$ cat config.mk
export PLATFORM = sky130hd
export DESIGN_NAME = host_port_mode_select
export DESIGN_NICKNAME = d
export VERILOG_FILES = /design/src/host_port_pkg.sv /design/src/sync_2ff.sv /design/src/host_port_mode_select.sv
export SDC_FILE = /design/constraint.sdc
export NUM_CORES = 1
export LEC_CHECK = 0
export ABC_CLOCK_PERIOD_IN_PS = 1500
export BUFFER_PORTS_ARGS = -buffer_cell sky130_fd_sc_hd__buf_2
export CORE_AREA = 2 2 120 122
export DETAILED_ROUTE_END_ITERATION = 7
export DIE_AREA = 0 0 122 124
export PLACE_DENSITY_LB_ADDON = 0.1
export REMOVE_ABC_BUFFERS = 1
export SYNTH_ARGS = -nofsm -noshare
export SYNTH_HDL_FRONTEND = slang
export SYNTH_SLANG_ARGS = --single-unit
$ cat constraint.sdc
create_clock -name pclk -period 1.5 [get_ports pclk]
set_clock_uncertainty 0.05 [all_clocks]
set_input_delay 0.075 -clock pclk [delete_from_list [all_inputs] [get_ports pclk]]
set_output_delay 0.075 -clock pclk [all_outputs]
set_load 0.01 [all_outputs]
$ cat src/host_port_pkg.sv
// host_port_pkg: shared constants for the host port mode selector.
// assumes a 32-bit APB register bus with byte addresses and word-aligned registers.
`default_nettype none
package host_port_pkg;
	// host interface personalities from the two-bit select pins
	typedef enum logic [1:0] {
		IF_MUX    = 2'h0, // multiplexed parallel bus
		IF_NONMUX = 2'h1, // nonmultiplexed parallel bus
		IF_SERIAL = 2'h2, // serial port
		IF_HW     = 2'h3  // hardware strap mode
	} host_if_type;

	// bus geometry
	localparam int ADDR_W    = 12;
	localparam int DATA_W    = 32;
	localparam int BUS_W     = 8;  // shared bus pins
	localparam int EXT_EV_W  = 6;  // external event inputs
	localparam int INT_EV_W  = 2;  // events raised inside this block
	localparam int CFG_W     = 9;  // width of the configuration vector

	// register byte offsets
	localparam logic [11:0] OFF_CTRL    = 12'h000;
	localparam logic [11:0] OFF_STATUS  = 12'h004;
	localparam logic [11:0] OFF_INT_EN  = 12'h008;
	localparam logic [11:0] OFF_INT_CLR = 12'h00C;
	localparam logic [11:0] OFF_PINS    = 12'h010;

	// configuration field positions (control register and config vector)
	localparam int CFG_RX_TERM = 0;
	localparam int CFG_TX_TERM = 1;
	localparam int CFG_RX_MODE = 2; // two bits
	localparam int CFG_TX_MODE = 4; // two bits
	localparam int CFG_TX_SYNC = 6;
	localparam int CFG_RX_SYNC = 7;
	localparam int CFG_JIT_CLK = 8;

	// status bit positions of internal events
	localparam int EV_MODE_CHG = 0;
	localparam int EV_TRI_RISE = 1;

	// pin status register field positions
	localparam int PINS_IF_SEL = 0; // two bits
	localparam int PINS_TRI    = 2;
	localparam int PINS_CFG    = 3; // nine bits

	// reset values
	localparam logic [CFG_W-1:0] CTRL_RST = 9'h000;

	// synchroniser input vector layout
	localparam int SYNC_W      = 14;
	localparam int SY_BUS      = 0;  // eight bits
	localparam int SY_IF_SEL   = 8;  // two bits
	localparam int SY_TRI      = 10;
	localparam int SY_JIT      = 11;
	localparam int SY_TX_MODE1 = 12;
	localparam int SY_TX_MODE2 = 13;

	// shared pin roles
	localparam int PIN_MISO     = 0;
	localparam int PIN_SCLK     = 2;
	localparam int PIN_RSM      = 2;
	localparam int PIN_TSM      = 3;
	localparam int PIN_RX_MODE0 = 4;
	localparam int PIN_RX_MODE1 = 5;
	localparam int PIN_TX_TERM_DISABLE     = 6;
	localparam int PIN_RX_TERM_DISABLE     = 7;
endpackage
`default_nettype wire

$ cat src/sync_2ff.sv
// sync_2ff: two-flop synchroniser, one lane per bit.
// assumes every input is a level from outside the pclk domain.
`timescale 1ns/1ps
`default_nettype none
module sync_2ff #(
	parameter int W = 1
) (
	input  wire logic         clk,
	input  wire logic         rst_n,
	input  wire logic [W-1:0] async_in,
	output logic      [W-1:0] sync_out
);
	genvar i;
	// one independent two-stage lane per input bit
	for (i = 0; i < W; i = i + 1) begin : g_lane
		logic meta_q; // first stage, read only by the second stage
		logic hold_q; // second stage
		always_ff @(posedge clk or negedge rst_n) begin
			if (!rst_n) begin
				meta_q <= 1'b0;
				hold_q <= 1'b0;
			end else begin
				meta_q <= async_in[i];
				hold_q <= meta_q;
			end
		end
		assign sync_out[i] = hold_q;
	end
endmodule
`default_nettype wire

$ cat src/host_port_mode_select.sv
// host_port_mode_select: picks the host port personality from the select straps,
// routes the shared bus pins, decodes hardware straps and drives the open-drain interrupt.
// assumes pin inputs are asynchronous; port logic and event sources sit on pclk.
//
// Overview of operation
// - interrupt pin pulled low only, while flags set
// - reset pin rising edge restores register defaults
// - reset pin high floats all pins
// - select 00 mux, 01 nonmux, 10 serial, 11 hardware
// - select 01: shared pins are data bus
// - select 00: shared pins carry address and data
// - hardware mode: receive termination off when strap 1
// - hardware mode: transmit termination off when strap 1
// - hardware mode: receive mode from strap pins
// - hardware mode: transmit mode from strap pins
// - hardware mode: transmit sync function from strap
// - hardware mode: receive sync function from strap
// - serial mode: read data out on bit 0
//
// Implementation choices: the APB slave port and the address map.
`timescale 1ns/1ps
`default_nettype none
module host_port_mode_select #(
	parameter int EV_W = host_port_pkg::EXT_EV_W
) (
	input  wire logic                              pclk,
	input  wire logic                              presetn,
	input  wire logic                              psel,
	input  wire logic                              penable,
	input  wire logic                              pwrite,
	input  wire logic [host_port_pkg::ADDR_W-1:0]  paddr,
	input  wire logic [host_port_pkg::DATA_W-1:0]  pwdata,
	output logic      [host_port_pkg::DATA_W-1:0]  prdata,
	output logic                                   pready,
	output logic                                   pslverr,
	input  wire logic [1:0]                        host_if_sel,
	input  wire logic                              reset_tristate_in,
	input  wire logic [host_port_pkg::BUS_W-1:0]   ad_i,
	output logic      [host_port_pkg::BUS_W-1:0]   ad_o,
	output logic      [host_port_pkg::BUS_W-1:0]   ad_oe,
	input  wire logic                              jitter_clk_sel0,
	output logic                                   int_n_o,
	output logic                                   int_n_oe,
	input  wire logic                              tx_mode_sel1,
	input  wire logic                              tx_mode_sel2,
	input  wire logic [host_port_pkg::BUS_W-1:0]   par_rd_data,
	input  wire logic                              par_rd_en,
	input  wire logic                              ser_miso_data,
	input  wire logic                              ser_miso_en,
	input  wire logic [EV_W-1:0]                   event_in,
	output logic      [host_port_pkg::BUS_W-1:0]   bus_in,
	output logic                                   ser_clk,
	output logic                                   mux_bus_mode,
	output logic                                   nonmux_bus_mode,
	output logic                                   serial_mode,
	output logic                                   hw_mode,
	output logic                                   float_all,
	output logic      [host_port_pkg::CFG_W-1:0]   cfg
);
	localparam int ST_W = EV_W + host_port_pkg::INT_EV_W; // status width

	// synchronised pin levels
	logic [host_port_pkg::SYNC_W-1:0] pin_raw;  // raw pin vector
	logic [host_port_pkg::SYNC_W-1:0] pin_sync; // after two flops
	logic [host_port_pkg::BUS_W-1:0]  bus_s;    // shared bus pins
	host_port_pkg::host_if_type       mode_s;   // decoded select
	logic                             tri_s;    // reset / three-state pin
	logic [host_port_pkg::CFG_W-1:0]  strap_cfg; // hardware strap vector

	assign pin_raw = {tx_mode_sel2, tx_mode_sel1, jitter_clk_sel0,
	                  reset_tristate_in, host_if_sel, ad_i};

	// bring every pin into the pclk domain
	sync_2ff #(
		.W (host_port_pkg::SYNC_W)
	) u_pin_sync (
		.clk      (pclk),
		.rst_n    (presetn),
		.async_in (pin_raw),
		.sync_out (pin_sync)
	);

	assign bus_s  = pin_sync[host_port_pkg::SY_BUS +: host_port_pkg::BUS_W];
	assign mode_s = host_port_pkg::host_if_type'(pin_sync[host_port_pkg::SY_IF_SEL +: 2]);
	assign tri_s  = pin_sync[host_port_pkg::SY_TRI];

	// strap pins laid out like the control register
	always_comb begin
		strap_cfg = '0;
		strap_cfg[host_port_pkg::CFG_RX_TERM]     = bus_s[host_port_pkg::PIN_RX_TERM_DISABLE];
		strap_cfg[host_port_pkg::CFG_TX_TERM]     = bus_s[host_port_pkg::PIN_TX_TERM_DISABLE];
		strap_cfg[host_port_pkg::CFG_RX_MODE]     = bus_s[host_port_pkg::PIN_RX_MODE0];
		strap_cfg[host_port_pkg::CFG_RX_MODE + 1] = bus_s[host_port_pkg::PIN_RX_MODE1];
		strap_cfg[host_port_pkg::CFG_TX_MODE]     = pin_sync[host_port_pkg::SY_TX_MODE1];
		strap_cfg[host_port_pkg::CFG_TX_MODE + 1] = pin_sync[host_port_pkg::SY_TX_MODE2];
		strap_cfg[host_port_pkg::CFG_TX_SYNC]     = bus_s[host_port_pkg::PIN_TSM];
		strap_cfg[host_port_pkg::CFG_RX_SYNC]     = bus_s[host_port_pkg::PIN_RSM];
		// board sets this for T1 with the listed clocks
		strap_cfg[host_port_pkg::CFG_JIT_CLK]     = pin_sync[host_port_pkg::SY_JIT];
	end

	// register file state
	logic [host_port_pkg::CFG_W-1:0] ctrl_q, ctrl_d;     // software configuration
	logic [ST_W-1:0]                 status_q, status_d; // sticky event flags
	logic [ST_W-1:0]                 en_q, en_d;         // interrupt enables
	logic                            tri_prev_q, tri_prev_d; // edge detect history
	host_port_pkg::host_if_type      mode_prev_q, mode_prev_d; // last seen mode
	logic                            primed_q, primed_d; // history valid
	logic [host_port_pkg::DATA_W-1:0] prdata_d;
	logic                            pready_d;
	logic                            pslverr_d;

	// bus and event decode
	logic            setup_ack;  // access phase, answer not yet given
	logic            done;       // transfer completes at this edge
	logic            wr_ctrl;    // control register write
	logic            wr_en;      // enable register write
	logic            wr_clr;     // clear register write
	logic            tri_rise;   // reset pin rising edge
	logic            mode_chg;   // select pins changed
	logic [ST_W-1:0] ev_vec;     // all events this cycle
	logic            hit;        // address maps to a register

	assign setup_ack = psel && penable && !pready;
	assign done      = psel && penable && pready;
	assign wr_ctrl   = done && pwrite && (paddr == host_port_pkg::OFF_CTRL);
	assign wr_en     = done && pwrite && (paddr == host_port_pkg::OFF_INT_EN);
	assign wr_clr    = done && pwrite && (paddr == host_port_pkg::OFF_INT_CLR);
	assign tri_rise  = tri_s && !tri_prev_q;
	assign mode_chg  = primed_q && (mode_s != mode_prev_q);
	assign ev_vec    = {event_in, tri_rise, mode_chg};
	assign hit       = (paddr == host_port_pkg::OFF_CTRL)   || (paddr == host_port_pkg::OFF_STATUS)
	                || (paddr == host_port_pkg::OFF_INT_EN) || (paddr == host_port_pkg::OFF_INT_CLR)
	                || (paddr == host_port_pkg::OFF_PINS);

	// next state of registers and bus answer
	always_comb begin
		ctrl_d      = ctrl_q;
		en_d        = en_q;
		status_d    = status_q;
		tri_prev_d  = tri_s;
		mode_prev_d = mode_s;
		primed_d    = 1'b1;
		prdata_d    = '0;
		pready_d    = setup_ack;
		pslverr_d   = setup_ack && !hit;
		// software writes
		if (wr_ctrl) begin
			ctrl_d = pwdata[host_port_pkg::CFG_W-1:0];
		end
		if (wr_en) begin
			en_d = pwdata[ST_W-1:0];
		end
		// clear by write of ones; new events win over the clear
		if (wr_clr) begin
			status_d = status_q & ~pwdata[ST_W-1:0];
		end
		status_d = status_d | ev_vec;
		// register set back to defaults, edge event still recorded
		if (tri_rise) begin
			ctrl_d   = host_port_pkg::CTRL_RST;
			en_d     = '0;
			status_d = ev_vec;
		end
		// read data captured in the first access cycle
		if (setup_ack && !pwrite) begin
			case (paddr)
				host_port_pkg::OFF_CTRL: begin
					prdata_d[host_port_pkg::CFG_W-1:0] = ctrl_q;
				end
				host_port_pkg::OFF_STATUS: begin
					prdata_d[ST_W-1:0] = status_q;
				end
				host_port_pkg::OFF_INT_EN: begin
					prdata_d[ST_W-1:0] = en_q;
				end
				host_port_pkg::OFF_PINS: begin
					prdata_d[host_port_pkg::PINS_IF_SEL +: 2]                  = mode_s;
					prdata_d[host_port_pkg::PINS_TRI]                          = tri_s;
					prdata_d[host_port_pkg::PINS_CFG +: host_port_pkg::CFG_W] = cfg;
				end
				default: begin
					prdata_d = '0;
				end
			endcase
		end
	end

	// register file and bus answer flops
	always_ff @(posedge pclk or negedge presetn) begin
		if (!presetn) begin
			ctrl_q      <= host_port_pkg::CTRL_RST;
			en_q        <= '0;
			status_q    <= '0;
			tri_prev_q  <= 1'b0;
			mode_prev_q <= host_port_pkg::IF_MUX;
			primed_q    <= 1'b0;
			prdata      <= '0;
			pready      <= 1'b0;
			pslverr     <= 1'b0;
		end else begin
			ctrl_q      <= ctrl_d;
			en_q        <= en_d;
			status_q    <= status_d;
			tri_prev_q  <= tri_prev_d;
			mode_prev_q <= mode_prev_d;
			primed_q    <= primed_d;
			prdata      <= prdata_d;
			pready      <= pready_d;
			pslverr     <= pslverr_d;
		end
	end

	// pin side next values
	logic [host_port_pkg::BUS_W-1:0] ad_o_d, ad_oe_d, bus_in_d;
	logic [host_port_pkg::CFG_W-1:0] cfg_d;
	logic                            int_oe_d, ser_clk_d;
	logic                            is_mux, is_nonmux, is_ser, is_hw;

	assign is_mux    = (mode_s == host_port_pkg::IF_MUX);
	assign is_nonmux = (mode_s == host_port_pkg::IF_NONMUX);
	assign is_ser    = (mode_s == host_port_pkg::IF_SERIAL);
	assign is_hw     = (mode_s == host_port_pkg::IF_HW);

	// route shared pins according to the personality
	always_comb begin
		ad_o_d    = '0;
		ad_oe_d   = '0;
		bus_in_d  = '0;
		ser_clk_d = 1'b0;
		case (mode_s)
			host_port_pkg::IF_MUX: begin
				ad_o_d   = par_rd_data;
				ad_oe_d  = {host_port_pkg::BUS_W{par_rd_en}};
				bus_in_d = bus_s;
			end
			// dedicated data bus, address on own pins
			host_port_pkg::IF_NONMUX: begin
				ad_o_d   = par_rd_data;
				ad_oe_d  = {host_port_pkg::BUS_W{par_rd_en}};
				bus_in_d = bus_s;
			end
			// read data on bit 0 only
			host_port_pkg::IF_SERIAL: begin
				ad_o_d[host_port_pkg::PIN_MISO]  = ser_miso_data;
				ad_oe_d[host_port_pkg::PIN_MISO] = ser_miso_en;
				ser_clk_d = bus_s[host_port_pkg::PIN_SCLK];
			end
			// hardware mode pins are inputs only
			default: begin
				ad_oe_d = '0;
			end
		endcase
		// float every driven pin while reset pin high
		if (tri_s) begin
			ad_oe_d = '0;
		end
		// straps count only in hardware mode
		cfg_d = is_hw ? strap_cfg : ctrl_q;
		// pull low while an enabled flag stands, pin free in hardware mode
		int_oe_d = (|(status_q & en_q)) && !is_hw && !tri_s;
	end

	// pin side flops
	always_ff @(posedge pclk or negedge presetn) begin
		if (!presetn) begin
			ad_o            <= '0;
			ad_oe           <= '0;
			bus_in          <= '0;
			ser_clk         <= 1'b0;
			cfg             <= host_port_pkg::CTRL_RST;
			int_n_o         <= 1'b0;
			int_n_oe        <= 1'b0;
			mux_bus_mode    <= 1'b0;
			nonmux_bus_mode <= 1'b0;
			serial_mode     <= 1'b0;
			hw_mode         <= 1'b0;
			float_all       <= 1'b0;
		end else begin
			ad_o            <= ad_o_d;
			ad_oe           <= ad_oe_d;
			bus_in          <= bus_in_d;
			ser_clk         <= ser_clk_d;
			cfg             <= cfg_d;
			// open drain: level always low, never driven high
			int_n_o         <= 1'b0;
			int_n_oe        <= int_oe_d;
			mux_bus_mode    <= is_mux;
			nonmux_bus_mode <= is_nonmux;
			serial_mode     <= is_ser;
			hw_mode         <= is_hw;
			float_all       <= tri_s;
		end
	end
endmodule
`default_nettype wire

==> run metrics <==
power per standard cell area=1010 nW/µm²; footprint of the multi-input gates=1270 µm²; flops & latches, synth=104; Die X-Extent=122 µm; cell internal power dissipation=4.33 mW; clk_lat worst skew=0.35 ns; library cell occupying the most area in the post-synthesis netlist=dfrtp_1; maximum VDD drop=668 µV; post-layout net count=567; cell-by-cell listing of the critical path=and4_2 > and2_1 > buf_12 > nand3_1 > a32o_1; total global-route track usage=14.4%; delay of the slowest cell on the worst path=0.38 ns; register-to-register setup slack=0.03 ns; antenna cells=0; Pleak=2.70 nW; Row Count=43; smallest setup slack after layout=0.0318 ns; global-route wire length before repair=16100 µm; Clock Power Share=38.5%; maximum fanout along the worst path=16; total area of sequential cells=2600 µm²; total wire length after detailed routing=10100 µm; final RePlAce weighted congestion=0.803; Post-DRT Antenna Nets=0; number of buffers added on ports=110; data arrival time at the worst-slack endpoint=1.66 ns; share of the synthesized area in the top cell type=63.4%; clock slew at the register clock pins of the worst setup and hold paths=0.07 ns; initial DRC count=130; total overflow reported by the global router=0; maxcap violations=0; clock tree root driver cell=clkbuf_16; placeable core area=13700 µm²; mean instance size in the synthesized netlist=12.9 µm²; final hold violation count=0; number of DRC violations after detailed routing=0; worst setup path class=reg2reg; number of global-route vias before repair=3075; Logic pwr share=9.3%; HPWL reported at the end of detailed placement=7140 µm; Final TNS setup=0 ns; H-Tree Depth=3; endpoint of the lowest-slack register-to-register path=status_q[0]$_DFF_PN0_; clock tree from TritonCTS=done; average wire per cell in the routed design=15.0 µm; most instantiated library cell after synthesis=dfrtp_1; Min-Delay Path Depth=4; count of TritonRoute iterations in the first routing pass=6; postcts setup bufs=0; starting density of the core=29.9%; share of layout cells above drive strength 1=36.0%; commonest register cell after synthesis=dfrtp_1; Via density=4.37; Critical Path RT=1.69 ns; count of fill cells added during filler insertion=1359; number of buffers inserted during clock tree synthesis=9; via count of the routed design=2934; sequential-to-total area share from yosys stat=63.4%; status=finished clean; hold path startpoint=paddr[6]; post-synthesis cell count=317; Max stage delay cell, worst path=dfrtp_1; number of cells traversed by the worst register-to-register path=5; EDFF count, synth=0; count of final max-slew check failures=0; switching power summed over all nets=1.32 mW; area of the die=15100 µm²; number of top-level pins=155; pin count of the biggest net entering global routing=35; largest cells by area after synthesis=dfrtp_1, buf_4, mux2_2; Switching Share=23.4%; share of synthesized flip-flops with an asynchronous set or reset=100%; Hold Path End=prdata[8]$_DFF_PN0_; setup repair after global routing missed its margin=true; Final min period=1.47 ns; Synth top cells by count=dfrtp_1, buf_4, nand2_1, nor2b_1, mux2_2; Layout area overhead=36.6%; yosys warns=0; Die H=124 µm; maximum clock frequency=681 MHz; initial antenna violation count=0; clock tree sinks=104; start of the worst register-to-register path=pready$_DFF_PN0_; netlist area before placement=4100 µm²; Reg power frac=52.2%; final critical-path share of the clock period=97.9%; type of the worst min-delay path=in2reg; number of setup violations in the final report=0; Max Buffers Root-to-Sink=2; category of the worst setup path launch point=flip-flop; worst-case setup slack after placement=-0.0184 ns; kind of end point of the critical path=flip-flop; unique cell type count in the Yosys netlist=44
-- critical path: cells and delay by family, from the launching register on --
family	cells	cell delay, ns
DFF	1	0.38
buffers and inverters	1	0.15
AOI/OAI and AO/OA	1	0.25
and+or+nand+nor	3	0.53
-- final cells by class --
| cell class | count | area share, % |
|---|---|---|
| inverters | 3 | 0.201 |
| repair buffers | 181 | 22.0 |
| clock inverters | 3 | 0.313 |
| multi-input cells | 188 | 22.6 |
| flip-flops and latches | 104 | 46.4 |
| well taps | 180 | 4.02 |
| clock buffers | 13 | 4.47 |
-- kinds of logic after synthesis --
family | after synthesis | synth area share, %
other cells | 2 | 0.183
xor+xnor | 2 | 0.427
simple gates | 87 | 12.5
compound gates | 50 | 8.60
mux | 27 | 7.11
buf+inv | 45 | 7.75
flops | 104 | 63.4
-- metal layers --
metal / global-route usage, % / vias to the layer above / part of all wire (%)
li1: - / 1385 / -
met1: 18.1 / 1455 / 44
met2: 23.9 / 84 / 49
met3: 4.44 / 10 / 5.5
met4: 4.09 / 0 / 1.2
met5: 0 / - / 0
-- state kept, by name, summed over array words and instances, names as in the netlist, 2 cells and up --
signal / cells
status_q: 8
u_pin_sync.g_lane.hold_q: 14
ad_oe: 2
mode_prev_q: 2
prdata: 12
ctrl_q: 9
ad_o: 8
en_q: 8
bus_in: 8
cfg: 9
u_pin_sync.g_lane.meta_q: 14
-- what timing repair did --
item / in CTS / in global routing
endpoints found under the hold margin: 153 / 0
hold buffers: 43 / 0
gates resized for setup: 1 / 2
gates cloned: 0 / 0
endpoints found under the setup margin: 3 / 14
-- cell usage in the layout (no fill, tap or decap), drive strengths merged, types with 2 or more instances in the layout --
| cell type | instances |
|---|---|
| a21oi | 8 |
| a22oi | 10 |
| a31o | 7 |
| and2 | 6 |
| and3 | 2 |
| and4 | 2 |
| buf | 138 |
| clkbuf | 13 |
| clkinv | 2 |
| conb | 22 |
| dfrtp | 104 |
| dlygate4sd3 | 43 |
| inv | 3 |
| mux2 | 17 |
| mux2i | 10 |
| nand2 | 23 |
| nand3 | 17 |
| nand4 | 2 |
| nor2 | 7 |
| nor2b | 18 |
| nor3b | 2 |
| nor4 | 2 |
| o21ai | 11 |
| o2bb2ai | 8 |
| xnor2 | 2 |
-- through the flow --
step,std cells,total power [mW],hold WS (ns),instance area (µm²),utilization [%]
2_1_floorplan,295,3.16,-0.271,3870,-
3_3_place_gp,613,3.45,-0.0287,4900,35.7
3_5_place_dp,613,3.46,-0.0223,4900,35.7
4_1_cts,672,5.77,0.0577,5600,40.8
5_1_grt,672,5.97,0.0683,5600,40.8
6_report,672,5.66,0.0712,5600,40.8
-- worst max-delay path by stage --
| stage | slack [ns] | cells after the start | start | endpoint |
|---|---|---|---|---|
| CTS | 0.005 | 5 | pready$_DFF_PN0_ | prdata[3]$_DFF_PN0_ |
| global route | -0.05 | 5 | pready$_DFF_PN0_ | prdata[9]$_DFF_PN0_ |
| floorplan | -0.14 | 4 | paddr[1] | ctrl_q[0]$_DFFE_PN0P_ |
| finish | 0.03 | 5 | pready$_DFF_PN0_ | status_q[0]$_DFF_PN0_ |
| global placement | -0.0006 | 6 | paddr[9] | status_q[0]$_DFF_PN0_ |
| detailed placement | -0.02 | 5 | pready$_DFF_PN0_ | prdata[11]$_DFF_PN0_ |
-- power by group through the flow --
stage               Combinational (mW)  Sequential [mW]  Clock [mW]
floorplan                        0.128             3.03           0
finish                           0.529             2.95        2.18
global placement                 0.448             3.00           0
detailed placement               0.451             3.01           0
global route                     0.593             2.96        2.41
CTS                              0.540             2.95        2.28
No activity file was read; power rests on OpenSTA's default activity.
